`config.mk`:
```
export PLATFORM = sky130hd
export DESIGN_NAME = cps_sequencer
export DESIGN_NICKNAME = d
export VERILOG_FILES = /design/src/shared/cps_pkg.sv /design/src/design/cps_sequencer.sv /design/src/design/cps_ms_tick.sv /design/src/design/cps_trig_sync.sv
export SDC_FILE = /design/constraint.sdc
export NUM_CORES = 2
export LEC_CHECK = 0
export ABC_AREA = 1
export BUFFER_PORTS_ARGS = -buffer_cell sky130_fd_sc_hd__buf_2
export CORE_MARGIN = 2
export CORE_UTILIZATION = 50
export DETAILED_ROUTE_END_ITERATION = 7
export PLACE_DENSITY = 0.67
export SKIP_LAST_GASP = 1
export SYNTH_ARGS = -nofsm -noshare
export SYNTH_HDL_FRONTEND = slang
export SYNTH_SLANG_ARGS = --single-unit
```
`constraint.sdc`:
```
create_clock -name CLK -period 105.6 [get_ports CLK]
set_input_delay 21.12 -clock CLK [delete_from_list [all_inputs] [get_ports CLK]]
set_output_delay 21.12 -clock CLK [all_outputs]
set_load 0.01 [all_outputs]
```
`src/shared/cps_pkg.sv`:
```
// constants, register map and types for the calibration pulse sequencer
package cps_pkg;

  // ---------------------------------------------------------------
  // geometry
  // ---------------------------------------------------------------
  localparam int unsigned NUM_MODULES = 4;
  localparam int unsigned NUM_CHANNELS = 4;
  localparam int unsigned NUM_TRIG = 8;
  localparam int unsigned SEL_W = 3;
  localparam int unsigned MS_W = 16;
  localparam int unsigned CNT_W = 16;
  localparam int unsigned PROG_W = 8;

  // ---------------------------------------------------------------
  // timing
  // ---------------------------------------------------------------
  localparam int unsigned CLK_HZ = 125000000;
  localparam int unsigned MS_PER_S = 1000;
  localparam int unsigned TICK_CYCLES = CLK_HZ / MS_PER_S;
  localparam int unsigned TICK_W = 17;

  // ---------------------------------------------------------------
  // register byte addresses
  // ---------------------------------------------------------------
  localparam logic [11:0] REG_CTRL = 12'h000;
  localparam logic [11:0] REG_WIDTH = 12'h004;
  localparam logic [11:0] REG_INTERVAL = 12'h008;
  localparam logic [11:0] REG_TOTAL = 12'h00C;
  localparam logic [11:0] REG_TRIG = 12'h010;
  localparam logic [11:0] REG_STATUS = 12'h014;
  localparam logic [11:0] REG_DONE = 12'h018;
  localparam logic [11:0] REG_CHAN = 12'h01C;

  // ---------------------------------------------------------------
  // field positions
  // ---------------------------------------------------------------
  localparam int unsigned CTRL_START_BIT = 0;
  localparam int unsigned CTRL_PAUSE_BIT = 1;
  localparam int unsigned CTRL_CLEAR_BIT = 2;
  localparam int unsigned TRIG_EN_BIT = 8;
  localparam int unsigned CHAN_CAL_BIT = 16;
  localparam int unsigned STAT_ACTIVE_BIT = 0;
  localparam int unsigned STAT_PROG_LSB = 8;

  // ---------------------------------------------------------------
  // reset values
  // ---------------------------------------------------------------
  localparam logic [MS_W-1:0] WIDTH_RST = 16'h0001;
  localparam logic [MS_W-1:0] INTERVAL_RST = 16'h000A;
  localparam logic [CNT_W-1:0] TOTAL_RST = 16'h0001;

  typedef enum logic [1:0] {
    CPS_IDLE,
    CPS_HIGH,
    CPS_LOW
  } cps_state_t;

  typedef struct packed {
    logic [MS_W-1:0] width_ms;
    logic [MS_W-1:0] interval_ms;
    logic [CNT_W-1:0] total;
    logic trig_en;
    logic [SEL_W-1:0] trig_sel;
    logic pause;
  } cps_cfg_t;

  typedef struct packed {
    logic [NUM_MODULES-1:0][NUM_CHANNELS-1:0] chan_en;
    logic [NUM_MODULES-1:0] cal_mode;
  } cps_chan_t;

endpackage : cps_pkg

```
`src/design/cps_sequencer.sv`:
```
// calibration pulse sequencer with APB register slave
`timescale 1ns/1ps
`default_nettype none
module cps_sequencer #(
  // clock cycles per millisecond; a bench may shorten it to keep runs brief
  parameter int unsigned MS_CYCLES = cps_pkg::TICK_CYCLES
) (
  // clock and reset
  input wire logic CLK,
  input wire logic RST_N,
  // apb slave
  input wire logic PSEL,
  input wire logic PENABLE,
  input wire logic PWRITE,
  input wire logic [11:0] PADDR,
  input wire logic [31:0] PWDATA,
  output logic [31:0] PRDATA,
  output logic PREADY,
  output logic PSLVERR,
  // external digital triggers
  input wire logic [cps_pkg::NUM_TRIG-1:0] TRIGGER_IN,
  // injector driver commands
  output logic [cps_pkg::NUM_MODULES-1:0][cps_pkg::NUM_CHANNELS-1:0] INJ_CMD,
  // status
  output logic SEQUENCE_ACTIVE_FLAG,
  output logic [cps_pkg::PROG_W-1:0] SEQUENCE_PROGRESS_LEVEL
);
  import cps_pkg::*;

  // ---------------------------------------------------------------
  // state
  // ---------------------------------------------------------------
  typedef struct packed {
    cps_cfg_t cfg;
    cps_chan_t chan;
    cps_state_t fsm;
    logic [MS_W-1:0] ms_in_pulse;
    logic [CNT_W-1:0] done;
    logic [NUM_MODULES-1:0][NUM_CHANNELS-1:0] cmd;
    logic active;
    logic [PROG_W-1:0] prog;
    logic [31:0] prdata;
    logic pready;
    logic pslverr;
  } cps_st_t;

  cps_st_t st_r, st_nxt;

  logic ms_tick;
  logic tick_restart;
  logic [NUM_TRIG-1:0] trig_lvl;
  logic [NUM_TRIG-1:0] trig_rise;

  cps_ms_tick #(
    .MS_CYCLES(MS_CYCLES)
  ) u_tick (
    .CLK(CLK),
    .RST_N(RST_N),
    .restart(tick_restart),
    .tick(ms_tick)
  );

  cps_trig_sync u_sync (
    .CLK(CLK),
    .RST_N(RST_N),
    .trig_in(TRIGGER_IN),
    .trig_lvl(trig_lvl),
    .trig_rise(trig_rise)
  );

  // ---------------------------------------------------------------
  // bus decode
  // ---------------------------------------------------------------
  logic acc;
  logic wr;
  logic start_wr;
  logic clear_wr;
  logic trig_start;
  logic start_req;
  logic [NUM_MODULES-1:0] mod_ok;
  logic [31:0] rd_mux;
  logic rd_err;

  // ready answers one cycle into the access phase
  assign acc = PSEL & PENABLE & ~st_r.pready;
  // a write lands only at the edge where the master sees ready
  assign wr = PSEL & PENABLE & PWRITE & st_r.pready;
  assign start_wr = wr & (PADDR == REG_CTRL) & PWDATA[CTRL_START_BIT];
  assign clear_wr = wr & (PADDR == REG_CTRL) & PWDATA[CTRL_CLEAR_BIT];
  // edges seen while running are dropped, never queued
  assign trig_start = st_r.cfg.trig_en & trig_rise[st_r.cfg.trig_sel];
  assign start_req = start_wr | trig_start;

  // module qualifies with exactly one channel and calibration mode
  always_comb begin
    for (int m = 0; m < NUM_MODULES; m++) begin
      mod_ok[m] = st_r.chan.cal_mode[m] & ($countones(st_r.chan.chan_en[m]) == 1);
    end
  end

  always_comb begin
    rd_mux = '0;
    rd_err = 1'b0;
    case (PADDR)
      REG_CTRL: begin
        rd_mux[CTRL_PAUSE_BIT] = st_r.cfg.pause;
      end
      REG_WIDTH: begin
        rd_mux[MS_W-1:0] = st_r.cfg.width_ms;
      end
      REG_INTERVAL: begin
        rd_mux[MS_W-1:0] = st_r.cfg.interval_ms;
      end
      REG_TOTAL: begin
        rd_mux[CNT_W-1:0] = st_r.cfg.total;
      end
      REG_TRIG: begin
        rd_mux[SEL_W-1:0] = st_r.cfg.trig_sel;
        rd_mux[TRIG_EN_BIT] = st_r.cfg.trig_en;
        rd_mux[TRIG_EN_BIT+1 +: NUM_TRIG] = trig_lvl;
      end
      REG_STATUS: begin
        rd_mux[STAT_ACTIVE_BIT] = st_r.active;
        rd_mux[STAT_PROG_LSB +: PROG_W] = st_r.prog;
      end
      REG_DONE: begin
        rd_mux[CNT_W-1:0] = st_r.done;
      end
      REG_CHAN: begin
        rd_mux[NUM_MODULES*NUM_CHANNELS-1:0] = st_r.chan.chan_en;
        rd_mux[CHAN_CAL_BIT +: NUM_MODULES] = st_r.chan.cal_mode;
      end
      default: begin
        rd_err = 1'b1;
      end
    endcase
  end

  // ---------------------------------------------------------------
  // next state
  // ---------------------------------------------------------------
  logic [MS_W-1:0] width_eff;
  logic [MS_W-1:0] interval_eff;
  logic [MS_W-1:0] ms_next;
  logic [CNT_W+PROG_W-1:0] prog_num;
  logic count_met;
  logic in_gap;
  logic width_done;
  logic interval_done;
  logic rise_due;
  logic gap_hold;

  // an interval not longer than the width is stretched to width plus one
  assign width_eff = (st_r.cfg.width_ms == '0) ? MS_W'(1) : st_r.cfg.width_ms;
  assign interval_eff = (st_r.cfg.interval_ms > width_eff) ? st_r.cfg.interval_ms : width_eff + 1'b1;
  // the ms grid restarts at each start, so the first pulse is full width
  assign tick_restart = start_req & (st_r.fsm == CPS_IDLE);

  // ---------------------------------------------------------------
  // sequence conditions
  // ---------------------------------------------------------------
  // milliseconds since the last rise, counting the one ending now
  assign ms_next = st_r.ms_in_pulse + 1'b1;
  assign count_met = st_r.done >= st_r.cfg.total;
  // in the low state, zero only between a start and the first rise
  assign in_gap = st_r.ms_in_pulse != '0;
  // pause is not looked at here, so a pulse always runs its full width
  assign width_done = ms_tick & (ms_next >= width_eff);
  assign interval_done = ms_tick & (ms_next >= interval_eff);
  // first rise at once after a start, later ones one interval apart
  assign rise_due = ~count_met & ~st_r.cfg.pause & (~in_gap | interval_done);
  // paused past the interval end: park on its last ms, resume at next tick
  assign gap_hold = st_r.cfg.pause & (ms_next >= interval_eff);

  always_comb begin
    st_nxt = st_r;
    st_nxt.pready = acc;
    st_nxt.pslverr = acc & rd_err;
    if (acc & ~PWRITE) begin
      st_nxt.prdata = rd_mux;
    end
    if (wr) begin
      case (PADDR)
        REG_CTRL: begin
          st_nxt.cfg.pause = PWDATA[CTRL_PAUSE_BIT];
        end
        REG_WIDTH: begin
          st_nxt.cfg.width_ms = PWDATA[MS_W-1:0];
        end
        REG_INTERVAL: begin
          st_nxt.cfg.interval_ms = PWDATA[MS_W-1:0];
        end
        REG_TOTAL: begin
          st_nxt.cfg.total = PWDATA[CNT_W-1:0];
        end
        REG_TRIG: begin
          st_nxt.cfg.trig_sel = PWDATA[SEL_W-1:0];
          st_nxt.cfg.trig_en = PWDATA[TRIG_EN_BIT];
        end
        REG_CHAN: begin
          st_nxt.chan.chan_en = PWDATA[NUM_MODULES*NUM_CHANNELS-1:0];
          st_nxt.chan.cal_mode = PWDATA[CHAN_CAL_BIT +: NUM_MODULES];
        end
        default: begin
        end
      endcase
    end

    case (st_r.fsm)
      CPS_IDLE: begin
        // idle until a start with a nonzero total; a start with count met begins anew
        if (start_req && st_r.cfg.total != '0) begin
          st_nxt.fsm = CPS_LOW;
          st_nxt.ms_in_pulse = '0;
          st_nxt.active = 1'b1;
          if (st_r.done >= st_r.cfg.total) begin
            st_nxt.done = '0;
          end
        end
      end
      CPS_HIGH: begin
        if (ms_tick) begin
          st_nxt.ms_in_pulse = ms_next;
        end
        if (width_done) begin
          st_nxt.cmd = '0;
          st_nxt.fsm = CPS_LOW;
          st_nxt.done = st_r.done + 1'b1;
        end
      end
      CPS_LOW: begin
        if (count_met && in_gap) begin
          st_nxt.fsm = CPS_IDLE;
          st_nxt.active = 1'b0;
        end else if (ms_tick && in_gap) begin
          st_nxt.ms_in_pulse = ms_next;
        end
        if (rise_due) begin
          st_nxt.fsm = CPS_HIGH;
          st_nxt.ms_in_pulse = '0;
          for (int m = 0; m < NUM_MODULES; m++) begin
            st_nxt.cmd[m] = mod_ok[m] ? st_r.chan.chan_en[m] : '0;
          end
        end else if (gap_hold) begin
          // hold at the interval end while paused, resume at the next tick
          st_nxt.ms_in_pulse = interval_eff - 1'b1;
        end
      end
      default: begin
        st_nxt.fsm = CPS_IDLE;
      end
    endcase

    if (clear_wr) begin
      st_nxt.done = '0;
    end

    prog_num = (CNT_W+PROG_W)'(st_nxt.done) * (CNT_W+PROG_W)'((1 << PROG_W) - 1);
    if (st_r.cfg.total == '0) begin
      st_nxt.prog = '0;
    end else if (st_nxt.done >= st_r.cfg.total) begin
      // a total lowered below the count must not wrap the level
      st_nxt.prog = '1;
    end else begin
      st_nxt.prog = PROG_W'(prog_num / st_r.cfg.total);
    end
  end

  always_ff @(posedge CLK or negedge RST_N) begin
    if (!RST_N) begin
      st_r <= '0;
      st_r.cfg.width_ms <= WIDTH_RST;
      st_r.cfg.interval_ms <= INTERVAL_RST;
      st_r.cfg.total <= TOTAL_RST;
      st_r.fsm <= CPS_IDLE;
    end else begin
      st_r <= st_nxt;
    end
  end

  // ---------------------------------------------------------------
  // outputs
  // ---------------------------------------------------------------
  assign PRDATA = st_r.prdata;
  assign PREADY = st_r.pready;
  assign PSLVERR = st_r.pslverr;
  assign INJ_CMD = st_r.cmd;
  assign SEQUENCE_ACTIVE_FLAG = st_r.active;
  assign SEQUENCE_PROGRESS_LEVEL = st_r.prog;
endmodule : cps_sequencer
`default_nettype wire

```
`src/design/cps_ms_tick.sv`:
```
// millisecond tick generator for the calibration pulse sequencer
`timescale 1ns/1ps
`default_nettype none
module cps_ms_tick #(
  // clock cycles per millisecond tick
  parameter int unsigned MS_CYCLES = cps_pkg::TICK_CYCLES
) (
  // clock and reset
  input wire logic CLK,
  input wire logic RST_N,
  // restart and tick
  input wire logic restart,
  output logic tick
);
  import cps_pkg::*;

  typedef struct packed {
    logic [TICK_W-1:0] cnt;
    logic tick;
  } cps_tick_st_t;

  cps_tick_st_t st_r, st_nxt;

  always_comb begin
    st_nxt = st_r;
    st_nxt.tick = 1'b0;
    if (restart) begin
      st_nxt.cnt = '0;
    end else if (st_r.cnt == TICK_W'(MS_CYCLES - 1)) begin
      st_nxt.cnt = '0;
      st_nxt.tick = 1'b1;
    end else begin
      st_nxt.cnt = st_r.cnt + 1'b1;
    end
  end

  always_ff @(posedge CLK or negedge RST_N) begin
    if (!RST_N) begin
      st_r <= '0;
    end else begin
      st_r <= st_nxt;
    end
  end

  assign tick = st_r.tick;
endmodule : cps_ms_tick
`default_nettype wire

```
`src/design/cps_trig_sync.sv`:
```
// two-stage synchroniser with rising-edge detect for external triggers
`timescale 1ns/1ps
`default_nettype none
module cps_trig_sync (
  // clock and reset
  input wire logic CLK,
  input wire logic RST_N,
  // asynchronous trigger lines
  input wire logic [cps_pkg::NUM_TRIG-1:0] trig_in,
  // synchronised levels and rising edges
  output logic [cps_pkg::NUM_TRIG-1:0] trig_lvl,
  output logic [cps_pkg::NUM_TRIG-1:0] trig_rise
);
  import cps_pkg::*;

  typedef struct packed {
    logic [NUM_TRIG-1:0] s1;
    logic [NUM_TRIG-1:0] s2;
    logic [NUM_TRIG-1:0] s3;
  } cps_sync_st_t;

  cps_sync_st_t st_r, st_nxt;

  always_comb begin
    st_nxt.s1 = trig_in;
    st_nxt.s2 = st_r.s1;
    st_nxt.s3 = st_r.s2;
  end

  always_ff @(posedge CLK or negedge RST_N) begin
    if (!RST_N) begin
      st_r <= '0;
    end else begin
      st_r <= st_nxt;
    end
  end

  assign trig_lvl = st_r.s2;
  // edge taken between second and third stage only
  assign trig_rise = st_r.s2 & ~st_r.s3;
endmodule : cps_trig_sync
`default_nettype wire

```
After elaboration in Yosys (flattened, before gate mapping)
Cells that the tools add are included.
{ "op_classes": {"bitwise": 29, "div": 1, "multipliers": 1, "reduce_logical": 23, "eq_ne": 22, "magnitude_cmp": 6, "add_sub_neg": 17, "n_mux": 42} }
{ "op_table": {"columns": ["cell", "n"], "rows": [
  ["$mux 16", 10],
  ["$ge 16x16->1", 4],
  ["$pmux 16 s2", 2],
  ["$pmux 8 s7", 1],
  ["$add 16x1->16 const B", 3],
  ["$eq 12x5->1 const B", 4],
  ["$pmux 16 s3", 1],
  ["$mux 17", 2],
  ["$mux 34", 1],
  ["$logic_not 16->1", 2],
  ["$mux 32", 1],
  ["$reduce_bool 16->1", 2],
  ["$pmux 5 s5", 1],
  ["$div 24x16->24", 1],
  ["$eq 12x4->1 const B", 2],
  ["$mul 16x8->24 const B", 1],
  ["$and 1x1->1", 20],
  ["$add 17x1->17 const B", 1],
  ["$eq 17x17->1 const B", 1],
  ["$add 1x1->2", 8],
  ["$gt 16x16->1", 1],
  ["$mux 4", 4],
  ["$mux 8", 2],
  ["$sub 16x1->16 const B", 1],
  ["other kinds (31)", 65]
]} }
{ "totals": {"inputBits": 57, "reg_bits": 196} }

Logic depth before layout (Yosys ltp)
{ "depth": {"depth_word": 14, "mapped_depth": 530, "ltp_nobuf": 511} }

Cells and area by module
A second synthesis with hierarchy kept.
{ "hier_totals": {"hier_cells": 4293, "area_unflattened_um2": 28987.8} }
{ "by_module_without_submodules": {"columns": ["module", "cells_each", "instances", "area_per_inst_um2"], "rows": [
  ["cps_sequencer", 4110, 1, 27251.1],
  ["cps_ms_tick", 135, 1, 996.0],
  ["cps_trig_sync", 48, 1, 740.7]
]} }

Least setup slack after synthesis
OpenSTA, ideal clock, no wires.
{ "synth_timing": {"path_type": "input to register", "startpoint": "input port PADDR[9]", "endpoint": "register st_r, in the netlist SEQUENCE_PROGRESS_LEVEL[0]", "slack_ns": 20.980, "required_ns": 105.471, "cell_stages": 491, "setup_ns": 0.129, "t_arrival_ns": 84.491, "cell_sequence": "nor4_1 -> inv_1 -> nor3_1 -> nand2_1 -> o21ai_0 -> nand2_1 -> inv_1 -> nand2_1 -> nand2_1 -> clkbuf_1 -> o221ai_1 -> inv_1 -> nor3_1 -> inv_1 -> fa_1 -> inv_1 -> fa_1 -> fa_1 -> [455 not listed] -> a21oi_1 -> nor2_1 -> o21a_1 -> o21a_1 -> o21a_1 -> o21a_1 -> o21ai_0 -> nand2_1 -> a21oi_1 -> o21ai_0 -> a21oi_1 -> nor2_1 -> a2111oi_0 -> nand2_1 -> nor2_1 -> nand2_1 -> nor2_1 -> a21oi_1"} }
{ "synth_lines": {"columns": ["element", "line_no", "rtl"], "rows": [
  ["start: declaration", "cps_sequencer.sv:15", "input wire logic [11:0] PADDR,"],
  ["end signal: assignment", "cps_sequencer.sv:277", "st_r <= st_nxt;"],
  ["end: declaration", "cps_sequencer.sv:47", "cps_st_t st_r, st_nxt;"]
]} }

==> results.ini <==
[synth]
synth_compound_area_frac=0.165
synth_adder_area_share=0.224
synth-simple-area-share=0.256
synth_top_family_by_area=simple AND/OR/NAND/NOR gates
synth-edff-count=0
netlist_area_um2=29000
async_flop_share=1.00
dominantRegCellSynth=dfrtp_1
synth-xor-area-share=0.0635
yosysUniqueCellTypes=72
netlist_instances=4235
synth.avg_cell_area_um2=6.84
yosys_warnings=0
yosysSeqAreaShare=0.169
synth_mux_area_frac=0.00225
ys_ff_latch=196

[cts]
cts.htree.levels=4
clock_latency_ps=470
root_buffer=clkbuf_16
cts_resized=0
cts_max_path_buffers=2
cts_sinks=196
clkTransAtPathRegs_ps=80
cts_hold_buf=0
cts_buffers=17
cts_tree=yes
cts_setup_buffers=0

[sta]
finalSetupViolations=0
fmax_ghz=0.0106
fin_crit_ps=94020
timing.final.hold_violations=0
skew_ps=13.2
holdWs_ps=347
fin_crit_sh=0.890
setup_slack_ps=11580
rsz0062_at_grt=no
tns_ps=0
maxSlewHeadroom=0.142
final_max_slew_viol_count=0
worst_slew_pin_slew_ps=1280

[detailed_routing]
drtAntennaViolNets=0
vias=26800
avgRoutedWirePerCell_um=15.7
drtIter0Drc=2096
drc=0
viasPerCell=5.34
routed_wl_mm=79.0
drt_pre_antenna_iters=6

[finish]
post-route-util=0.530
seq_area_um2=4910
nFillCells=5719
most-common-layout-cells=893 x nand2_1, 652 x inv_1, 404 x ha_1, 335 x o21ai_0, 330 x nor2_1
area_growth_syn_to_layout_pct=5.22
final_layout_size_suffix_gt1_frac=0.0887
multi_input_area_um2=20700
mostFrequentLayoutCell=nand2_1
fin_nets=4782

[grt]
antenna_found_initial=0
grt_usage=0.267
grt_overflow_total=0
grt_pass1_wl_mm=129
grt_max_degree=84
grt_pass1_vias=24900

[placed_design]
port_buffers=91
routabilityCongestion=0.927
hpwl_mm=64.1
post-place-ws_ps=11220

[floorplan]
dieArea_um2=59900
die_height_um=245
row_count=88
fp.dieW_um=245
start_util=0.504
core_area_um2=57500
io_pins=116

[worst_hold_path]
hold_path.class=reg -> reg

[worst_setup_path]
crit_path_frequent_cell=nand2_1
max_stage_delay_ps=670
critPathKind=in -> reg
start_kind=primary input
crit_arrival_ps=94340
slowest_stage=and3_1
cp.required_ps=105910
path_max_fanout=28
cp-end-kind=register

[run_status]
outcome=finished, final reports clean

[job]
drv_cap=0

## worst paths after layout
path | startpoint | endpoint | slack [ps] | cells after the start
hold reg to reg | u_sync.st_nxt[11] | u_sync.trig_lvl[3] | 350 | 0
setup / recovery | PADDR[1] | SEQUENCE_PROGRESS_LEVEL[0] | 11580 | 468
setup reg to reg | st_r[165] | SEQUENCE_PROGRESS_LEVEL[0] | 30170 | 488
min in group asynchronous | RST_N | PRDATA[19] | 20690 | 1
hold / removal | u_sync.st_nxt[11] | u_sync.trig_lvl[3] | 350 | 0
max in group asynchronous | RST_N | st_r[91] | 82960 | 3
## layer usage
metal,up-vias,wire [um],GRT usage
met3,90,4840,0.0328
met2,626,35000,0.434
met1,12300,37900,0.379
met5,-,0,0
li1,13800,-,-
met4,0,1300,0.0536
## flip-flops by register name, summed over array words and instances, names as in the netlist
signal                   cells
SEQUENCE_PROGRESS_LEVEL      8
INJ_CMD                     16
u_tick.st_r                 17
PSLVERR                      1
u_sync.trig_lvl              8
PRDATA                      20
st_r                       107
u_tick.tick                  1
u_sync.st_nxt                8
u_sync.st_r                  8
SEQUENCE_ACTIVE_FLAG         1
PREADY                       1
## logic make-up after synthesis
logic type	Yosys count
other	1
AOI/OAI and AO/OA	814
muxes	6
DFF	196
xor gates and xnor gates	210
adders and majority gates	476
buffers and inverters	853
and+or+nand+nor	1679
## layout make-up
class | count | area share
clock buffers | 19 | 0.0149
repair buffers | 115 | 0.0211
clock inverters | 13 | 0.00460
inverters | 722 | 0.0890
multi-input cells | 3197 | 0.678
well taps | 765 | 0.0314
diodes | 2 | 0.000164
flip-flops and latches | 196 | 0.161
## cell usage after synthesis (19+ instances only)
library cell / instances / area (um^2)
a21o_1: 41 / 308
xnor2_1: 66 / 578
o21bai_1: 27 / 203
fa_1: 72 / 1440
inv_1: 652 / 2450
buf_4: 59 / 443
o21ai_0: 335 / 1680
dfrtp_1: 192 / 4800
o21ai_1: 31 / 155
o22ai_1: 36 / 225
ha_1: 404 / 5050
a21oi_2: 31 / 272
nand2_1: 893 / 3350
clkbuf_1: 66 / 248
or2_2: 19 / 119
nand4_1: 45 / 282
nor4_1: 25 / 156
xor2_1: 144 / 1260
nand3_1: 171 / 856
a21oi_1: 200 / 1000
inv_2: 65 / 244
nor2_1: 330 / 1240
nand2_2: 36 / 225
nor3_1: 67 / 335
## critical path: cells and delay by family
| kind | cells | cell delay [ps] |
|---|---|---|
| buf+inv | 107 | 10350 |
| fa+ha+maj | 29 | 10090 |
| compound gates | 189 | 33550 |
| simple gates | 143 | 18970 |
## through the flow
stage | cells | cell area [um^2]
after CTS | 5027 | 30500
after global routing | 5027 | 30500
after detailed placement | 4995 | 29900
after global placement | 4995 | 29900
after floorplan | 4246 | 29000
final | 5029 | 30500
Power is not shown: default switching activity piles up to over one toggle a cycle in this logic, so the estimate is an artifact.
